## src/hdl/btc_params.svh

```systemverilog
// Purpose: Constants for the bus trace capture block
// Assumes: 200 MHz core clock
// Notes: Included by package and modules
`ifndef BTC_PARAMS_SVH
`define BTC_PARAMS_SVH
`define BTC_ADDR_W 32
`define BTC_DATA_W 32
`define BTC_FIFO_DEPTH 32
`define BTC_REC_W 68
`define BTC_ST_WRITE 3
`define BTC_ST_CACHED 2
`define BTC_ST_IFETCH 1
`define BTC_ST_PSEUDO 0
`endif

```

## src/hdl/btc_pkg.sv

```systemverilog
// Purpose: Types for the bus trace capture block
// Assumes: Params header present
// Notes: Record is the FIFO word
`include "btc_params.svh"
package btc_pkg;
   typedef struct packed {
      logic is_write;
      logic cached;
      logic ifetch;
      logic pseudo;
   } btc_status_t;
   typedef struct packed {
      logic [`BTC_ADDR_W-1:0] addr;
      logic [`BTC_DATA_W-1:0] data;
      btc_status_t status;
   } btc_rec_t;
   typedef enum logic [2:0] {
      BTC_IDLE = 3'h1,
      BTC_READ = 3'h2,
      BTC_WRITE = 3'h4
   } btc_state_t;
endpackage

```

## src/hdl/btc_capture.sv

```systemverilog
// Purpose: Oversample processor bus strobes and log each read word and write
// Assumes: Strobes are asynchronous; bus stable around strobe edges
// Notes: Data paths taken from the 3-stage pipe aligned with strobes
`timescale 1ns/100ps
`include "btc_params.svh"
module btc_capture
   import btc_pkg::*;
#(
   parameter int DEPTH = `BTC_FIFO_DEPTH
) (
   // Clock and reset
   input wire logic i_core_clk,
   input wire logic i_rst,
   // Processor bus pins
   input wire logic i_read_n,
   input wire logic i_write_n,
   input wire logic i_read_data_enable_n,
   input wire logic [`BTC_ADDR_W-1:0] i_addr,
   input wire logic [`BTC_DATA_W-1:0] i_ad,
   input wire logic i_diag_1,
   input wire logic i_diag_0,
   // Trace store side
   output btc_rec_t o_rec,
   output logic o_rec_valid,
   input wire logic i_rec_ready,
   // Status
   output logic o_overflow
);
   // ============================================================
   // Input synchronisers
   // ============================================================
   // All pins share one pipe so data stays aligned with its strobe
   localparam int SW = 3 + 2 + `BTC_ADDR_W + `BTC_DATA_W;
   logic [SW-1:0] s1_q;
   logic [SW-1:0] s2_q;
   logic [SW-1:0] s3_q;
   always_ff @(posedge i_core_clk) begin
      if (i_rst) begin
         s1_q <= '1;
         s2_q <= '1;
         s3_q <= '1;
      end else begin
         s1_q <= {i_read_n, i_write_n, i_read_data_enable_n, i_diag_1, i_diag_0, i_addr, i_ad};
         s2_q <= s1_q;
         s3_q <= s2_q;
      end
   end
   logic rd_n2, wr_n2, rde_n2, rd_n3, wr_n3, rde_n3;
   logic a2_2, a2_3;
   assign {rd_n2, wr_n2, rde_n2} = s2_q[SW-1 -: 3];
   assign {rd_n3, wr_n3, rde_n3} = s3_q[SW-1 -: 3];
   assign a2_2 = s2_q[`BTC_DATA_W + 2];
   assign a2_3 = s3_q[`BTC_DATA_W + 2];
   logic diag_1_s, diag_0_s;
   assign diag_1_s = s3_q[`BTC_ADDR_W + `BTC_DATA_W + 1];
   assign diag_0_s = s3_q[`BTC_ADDR_W + `BTC_DATA_W];

   // ============================================================
   // Helper functions
   // ============================================================
   // Filtered move to a level: stages agree and differ from held level
   function automatic logic settled_to(input logic s2, input logic s3, input logic lvl, input logic prev);
      return (s2 == s3) && (s2 == lvl) && (prev != lvl);
   endfunction

   // Status nibble from diagnostic pins and trigger kind
   function automatic btc_status_t status_of(input logic diag_1, input logic diag_0, input logic wr,
      input logic ps);
      btc_status_t st;
      st.is_write = wr;
      st.cached = diag_1;
      // Fetch flag only meaningful on cacheable reads
      st.ifetch = diag_1 && diag_0 && !wr;
      st.pseudo = ps && !wr;
      return st;
   endfunction

   // ============================================================
   // Filtered strobe levels and edges
   // ============================================================
   logic rd_n_q, wr_n_q, rde_n_q, a2_q;
   logic rde_fall, rde_rise, wr_rise, a2_tog;
   assign rde_fall = settled_to(rde_n2, rde_n3, 1'b0, rde_n_q);
   assign rde_rise = settled_to(rde_n2, rde_n3, 1'b1, rde_n_q);
   assign wr_rise = settled_to(wr_n2, wr_n3, 1'b1, wr_n_q);
   assign a2_tog = (a2_2 == a2_3) && (a2_2 != a2_q);
   always_ff @(posedge i_core_clk) begin
      if (i_rst) begin
         rd_n_q <= 1'b1;
         wr_n_q <= 1'b1;
         rde_n_q <= 1'b1;
         a2_q <= 1'b1; // Matches synchroniser reset level
      end else begin
         if (rd_n2 == rd_n3) rd_n_q <= rd_n2;
         if (wr_n2 == wr_n3) wr_n_q <= wr_n2;
         if (rde_n2 == rde_n3) rde_n_q <= rde_n2;
         if (a2_2 == a2_3) a2_q <= a2_2;
      end
   end

   // ============================================================
   // Cycle tracking
   // ============================================================
   // Read or write cycle in progress, from filtered strobe levels
   btc_state_t state_q;
   logic rde_word_q;
   logic held_q;
   always_ff @(posedge i_core_clk) begin
      if (i_rst) begin
         state_q <= BTC_IDLE;
      end else begin
         case (state_q)
            BTC_IDLE: begin
               if (!wr_n_q) state_q <= BTC_WRITE;
               else if (!rd_n_q) state_q <= BTC_READ;
            end
            BTC_READ: begin
               if (rd_n_q) state_q <= BTC_IDLE;
            end
            BTC_WRITE: begin
               if (wr_n_q) state_q <= BTC_IDLE;
            end
            default: state_q <= BTC_IDLE;
         endcase
      end
   end
   // Read-data-enable held through several words
   always_ff @(posedge i_core_clk) begin
      if (i_rst) begin
         held_q <= 1'b0;
      end else if (rde_fall || rde_rise) begin
         held_q <= 1'b0;
      end else if (!rde_n_q && !rd_n_q && a2_tog) begin
         held_q <= 1'b1;
      end
   end
   assign rde_word_q = held_q;

   // ============================================================
   // Trigger decode
   // ============================================================
   logic load_trig, pseudo_trig, store_trig;
   // Strobe edges and word address toggles sample; no bus clock or acknowledge qualify here
   // A read-data-enable edge inside a write cycle is a false trigger
   assign load_trig = rde_fall && wr_n_q && !rd_n_q && (state_q == BTC_READ);
   // Emulated strobe: word address moved while enable stays low
   // Without it only the first word of a held-enable burst lands
   assign pseudo_trig = !rde_n_q && !rd_n_q && wr_n_q && a2_tog && (state_q == BTC_READ);
   assign store_trig = wr_rise;

   // ============================================================
   // Record build
   // ============================================================
   btc_rec_t rec_d;
   logic rec_v_d;
   always_comb begin
      rec_d = '0;
      rec_v_d = 1'b0;
      rec_d.addr = s3_q[`BTC_DATA_W +: `BTC_ADDR_W];
      rec_d.data = s3_q[`BTC_DATA_W-1:0];
      rec_d.status = status_of(diag_1_s, diag_0_s, 1'b0, 1'b0);
      if (store_trig) begin
         // Write strobe rise: record is a store
         rec_d.status = status_of(diag_1_s, diag_0_s, 1'b1, 1'b0);
         rec_v_d = 1'b1;
      end else if (load_trig || pseudo_trig) begin
         // Real or emulated read-data-enable edge: record is a load
         rec_d.status = status_of(diag_1_s, diag_0_s, 1'b0, pseudo_trig || rde_word_q);
         rec_v_d = 1'b1;
      end
   end

   // ============================================================
   // Trace buffer
   // ============================================================
   logic f_ready;
   btc_rec_t f_out;
   logic f_valid;
   // Records queue so a slow sink never stalls the processor
   // FIFO pops only while the output stage is empty
   btc_fifo #(.WIDTH(`BTC_REC_W), .DEPTH(DEPTH)) btc_fifo_inst (
      .i_core_clk(i_core_clk),
      .i_rst(i_rst),
      .i_in_valid(rec_v_d),
      .i_in_data(rec_d),
      .o_in_ready(f_ready),
      .o_out_valid(f_valid),
      .o_out_data(f_out),
      .i_out_ready(i_rec_ready && !o_rec_valid)
   );
   // Output register: one record staged at a time
   always_ff @(posedge i_core_clk) begin
      if (i_rst) begin
         o_rec_valid <= 1'b0;
         o_rec <= '0;
      end else if (o_rec_valid) begin
         if (i_rec_ready) o_rec_valid <= 1'b0;
      end else if (f_valid && i_rec_ready) begin
         o_rec_valid <= 1'b1;
         o_rec <= f_out;
      end
   end
   // Sticky loss flag: capture cannot stall the processor
   always_ff @(posedge i_core_clk) begin
      if (i_rst) begin
         o_overflow <= 1'b0;
      end else if (rec_v_d && !f_ready) begin
         o_overflow <= 1'b1;
      end
   end
endmodule

```

## src/hdl/btc_fifo.sv

```systemverilog
// Purpose: Synchronous FIFO for trace records
// Assumes: Single clock, sync active-high reset
// Notes: Depth is a power of two
`timescale 1ns/100ps
module btc_fifo #(
   parameter int WIDTH = 68,
   parameter int DEPTH = 32
) (
   // Clock and reset
   input wire logic i_core_clk,
   input wire logic i_rst,
   // Fill side
   input wire logic i_in_valid,
   input wire logic [WIDTH-1:0] i_in_data,
   output logic o_in_ready,
   // Drain side
   output logic o_out_valid,
   output logic [WIDTH-1:0] o_out_data,
   input wire logic i_out_ready
);
   localparam int AW = $clog2(DEPTH);
   logic [WIDTH-1:0] mem [DEPTH];
   logic [AW:0] wr_q;
   logic [AW:0] rd_q;
   logic push;
   logic pop;
   assign o_in_ready = (wr_q - rd_q) != (AW+1)'(DEPTH);
   assign o_out_valid = wr_q != rd_q;
   assign o_out_data = mem[rd_q[AW-1:0]];
   assign push = i_in_valid && o_in_ready;
   assign pop = o_out_valid && i_out_ready;
   always_ff @(posedge i_core_clk) begin
      if (push) begin
         mem[wr_q[AW-1:0]] <= i_in_data;
      end
   end
   always_ff @(posedge i_core_clk) begin
      if (i_rst) begin
         wr_q <= '0;
      end else if (push) begin
         wr_q <= wr_q + 1'b1;
      end
   end
   always_ff @(posedge i_core_clk) begin
      if (i_rst) begin
         rd_q <= '0;
      end else if (pop) begin
         rd_q <= rd_q + 1'b1;
      end
   end
endmodule

```

## config.mk

```make
export PLATFORM = sky130hd
export DESIGN_NAME = btc_capture
export DESIGN_NICKNAME = d
export VERILOG_FILES = /design/src/hdl/btc_pkg.sv /design/src/hdl/btc_capture.sv /design/src/hdl/btc_fifo.sv
export VERILOG_INCLUDE_DIRS = /design/src /design/src/hdl
export SDC_FILE = /design/constraint.sdc
export NUM_CORES = 2
export LEC_CHECK = 0
export BUFFER_PORTS_ARGS = -buffer_cell sky130_fd_sc_hd__buf_2
export CORE_MARGIN = 2
export CORE_UTILIZATION = 45
export CTS_BUF_LIST = sky130_fd_sc_hd__clkbuf_4
export CTS_CLUSTER_DIAMETER = 30
export DETAILED_ROUTE_END_ITERATION = 12
export GPL_TIMING_DRIVEN = 0
export PLACE_DENSITY = 0.75
export SLEW_MARGIN = 25
export SYNTH_ARGS = -nofsm -noshare
export SYNTH_HDL_FRONTEND = slang
export SYNTH_SLANG_ARGS = --single-unit
```

## constraint.sdc

```tcl
create_clock -name i_core_clk -period 8.2 [get_ports i_core_clk]
set_input_delay 0.82 -clock i_core_clk [delete_from_list [all_inputs] [get_ports i_core_clk]]
set_output_delay 0.82 -clock i_core_clk [all_outputs]
set_load 0.01 [all_outputs]
```

==> impl_metrics.py <==
metrics = {
    "global_routing": {
        "grt_use_met3_pct": 5.438,
        "use_met1_pct": 27.59,
        "use_met2_pct": 36.80,
        "grt_overflow": 0,
        "grt_max_degree": 38,
        "grtUsageTotal_pct": 22.60,
        "grt_pass1_vias": 50580,
        "grt_pass1_wl_mm": 335.9,
        "antenna_found_initial": 11,
        "grt-busiest-layer": "met2",
    },
    "timing": {
        "maxSlewViolCount": 0,
        "fmax_mhz": 155.2,
        "fin_worst_skew_ns": 0.1205,
        "slew_headroom_pct": 22.53,
        "setup_violations": 0,
        "hold_viol": 0,
        "rsz0062_at_grt": "no",
        "finalSetupTns_ns": 0,
        "post-route-period-util_pct": 78.58,
        "fin_crit_ns": 6.444,
        "fin_hold_ws_ns": 0.2122,
        "worstMarginPinSlew_ns": 1.162,
    },
    "yosys": {
        "synth_nets": 4442,
        "syn_area_mm2": 0.09142,
        "synth-main-ff-cell": "edfxtp_1",
        "ys_types": 61,
        "ys_seq_area_share_pct": 77.98,
        "yosysTopAreaCell": "edfxtp_1",
        "async_reset_ff_share_pct": 0,
        "synth_warnings": 0,
        "synth_top_area_share_pct": 71.47,
        "syn_inst": 4357,
        "syn_avg_cell_area_um2": 20.98,
        "synthTopCellsByArea": "edfxtp_1, mux4_2, dfxtp_1",
        "synth_enable_flop_cells": 2176,
        "synth-seq-cells": 2473,
    },
    "drt": {
        "drt_pass1_iterations": 6,
        "wl_per_cell_um": 27.86,
        "antenna_left": 0,
        "viasPerCell": 5.808,
        "drc": 0,
        "finalWirelength_mm": 234.5,
        "drt_iter0_drc": 5996,
        "vias": 48890,
    },
    "floorplan": {
        "io_pins": 142,
        "initial_core_util_pct": 45.23,
        "dieArea_mm2": 0.2068,
        "core_area_mm2": 0.2021,
        "dieHeight_um": 454.7,
        "rows": 165,
        "die_w_um": 454.7,
    },
    "clocking": {
        "cts_tree": "built",
        "cts_buffer_depth": 4,
        "cts_buffers": 633,
        "clock_latency_ns": 1.36,
        "path_clk_slew_ns": 0.06,
        "root_buffer": "clkbuf_4",
        "cts_max_level": 6,
        "cts_setup_buffers": 0,
        "cts_resized": 0,
        "clkSinkCount": 2473,
        "holdBufCountCts": 71,
    },
    "critical_path": {
        "slowest_stage": "buf_2",
        "cp.arrival_ns": 7.42,
        "crit_path_cell_trace": "buf_2 > buf_6 > buf_4 > inv_2 > buf_2 > buf_2 > ha_1 > a21oi_1 > a21oi_1 > o2111a_1 > a31oi_4 > clkbuf_2 > nand2_1 > nor3_2 > buf_4 > buf_4 > buf_4 > buf_6 > buf_4",
        "critical_path_class": "register to register",
        "cpMostUsedCell": "buf_4",
        "endpoint_kind": "register",
        "critical-path-top-delay-family": "buffers and inverters",
        "critPathLaunchType": "register",
        "worstPathMaxFanout": 10,
        "max_stage_delay_ns": 0.68,
        "critPathBufInv": 12,
        "worstPathRequired_ns": 9.17,
    },
    "finish": {
        "nets": 5363,
        "final_common_cell": "edfxtp_1",
        "finalInstanceArea_mm2": 0.1058,
        "drive_gt1_share_pct": 36.46,
        "fillerInstances": 15300,
        "syn_to_final_growth_pct": 15.78,
        "final_cell_mix": "edfxtp_1, clkbuf_4, mux4_2",
        "utilization_pct": 52.37,
    },
    "flow_run": {
        "maxCapViolations": 0,
    },
    "place": {
        "place_area_mm2": 0.09709,
        "portBuffers": 141,
        "place_congestion": 0.8170,
        "dp_hpwl_mm": 151.5,
    },
    "power_and_ir_drop": {
        "ir_worst_vdd_v": 0.0001335,
        "power_density_mw_per_mm2": 230.3,
        "leakage_uw": 0.03415,
    },
    "worst_hold_path": {
        "min_path_type": "primary input to register",
    },
    "status": {
        "outcome": "finished clean",
    },
}
-- layer usage --
metal	vias up	wire [um]
met2	3010	114900
li1	20180	-
met5	-	0
met3	620	23250
met1	25080	82910
met4	0	13480
-- layout make-up --
| type | count | area, um2 | area share (%) |
|---|---|---|---|
| antenna | 11 | 27.53 | 0.02601 |
| buffer | 245 | 1398 | 1.320 |
| clock buffer | 939 | 7049 | 6.660 |
| multi-input combinational | 1624 | 18880 | 17.84 |
| sequential | 2473 | 71340 | 67.40 |
| tap | 2672 | 3343 | 3.159 |
| inverter | 15 | 56.30 | 0.05319 |
| timing repair buffer | 286 | 2840 | 2.683 |
| clock inverter | 153 | 912.1 | 0.8618 |
-- cell families (layout without fill, tap and decap cells) --
family	after synthesis	in the layout	synth area share, %
DFF	2473	2473	77.98
muxes	651	651	13.87
and+or+nand+nor	604	604	3.302
AOI/OAI and AO/OA	347	347	3.008
buffers and inverters	260	1638	1.582
adders and majority gates	13	13	0.1779
xor gates and xnor gates	9	9	0.08623
other	0	11	0
-- registers in the layout, indices dropped and copies added, names as in the netlist --
signal	cells
rd_n_q	1
btc_fifo_inst.wr_q	6
o_rec	68
o_rec_valid	1
btc_fifo_inst.rd_q	6
rde_n_q	1
state_q	3
a2_q	1
s1_q	69
wr_n_q	1
o_overflow	1
held_q	1
s2_q	69
btc_fifo_inst.mem	2176
s3_q	69
-- stage by stage --
step           setup WS (ns)  std cells  power, uW
2_1_floorplan         0.3195       4357      14020
6_report               1.756       8418      24380
3_3_place_gp          -6.942       7170      14130
4_1_cts                2.026       8407      24490
3_5_place_dp           2.064       7244      14150
5_1_grt                1.828       8415      25150
-- worst paths after layout --
check             cells after the start             startpoint                        end  slack (ns)
hold reg to reg                       1               s1_q[22]                   s2_q[22]        0.39
hold / removal                        3             i_addr[15]                   s1_q[47]        0.21
setup / recovery                     19  btc_fifo_inst.rd_q[2]  btc_fifo_inst.mem[27][10]        1.76
setup reg to reg                     19  btc_fifo_inst.rd_q[2]  btc_fifo_inst.mem[27][10]        1.76
-- synth_stat cells (3+ instances only) --
cell / n
a2111oi_0: 7
a2111oi_1: 32
a21o_1: 41
a21oi_1: 36
a221oi_1: 39
a22o_1: 9
a22oi_1: 8
a31oi_1: 21
a32o_1: 21
and3_1: 32
buf_1: 15
buf_12: 4
buf_2: 32
buf_4: 25
buf_6: 33
clkbuf_1: 133
dfxtp_1: 297
edfxtp_1: 2176
ha_1: 13
inv_1: 12
mux2_2: 3
mux2i_1: 156
mux4_2: 492
nand2_1: 261
nand2b_1: 4
nand3_1: 48
nand4_1: 3
nor2_1: 26
nor2b_1: 3
nor3_1: 3
nor3b_1: 3
nor4_1: 3
o21ai_0: 9
o221ai_1: 76
o22ai_1: 38
or2_2: 207
xnor2_1: 7
-- worst reg2reg max path, stage by stage (launching register included) --
cell	delay (ns)
dfxtp_1	0.31
buf_2	0.23
buf_6	0.21
buf_4	0.21
inv_2	0.50
buf_2	0.70
buf_2	0.47
ha_1	0.36
a21oi_1	0.26
a21oi_1	0.12
o2111a_1	0.30
a31oi_4	0.38
clkbuf_2	0.32
nand2_1	0.15
nor3_2	0.46
buf_4	0.28
buf_4	0.21
buf_4	0.22
buf_6	0.18
buf_4	0.21
-- power by group --
part           internal [uW]  switching, uW  total [uW]
clock                   5600           4880       10500
sequential             13600           83.2       13700
combinational           87.7            106         194
total                  19300           5070       24400
Power figures use the tool's default switching activity.
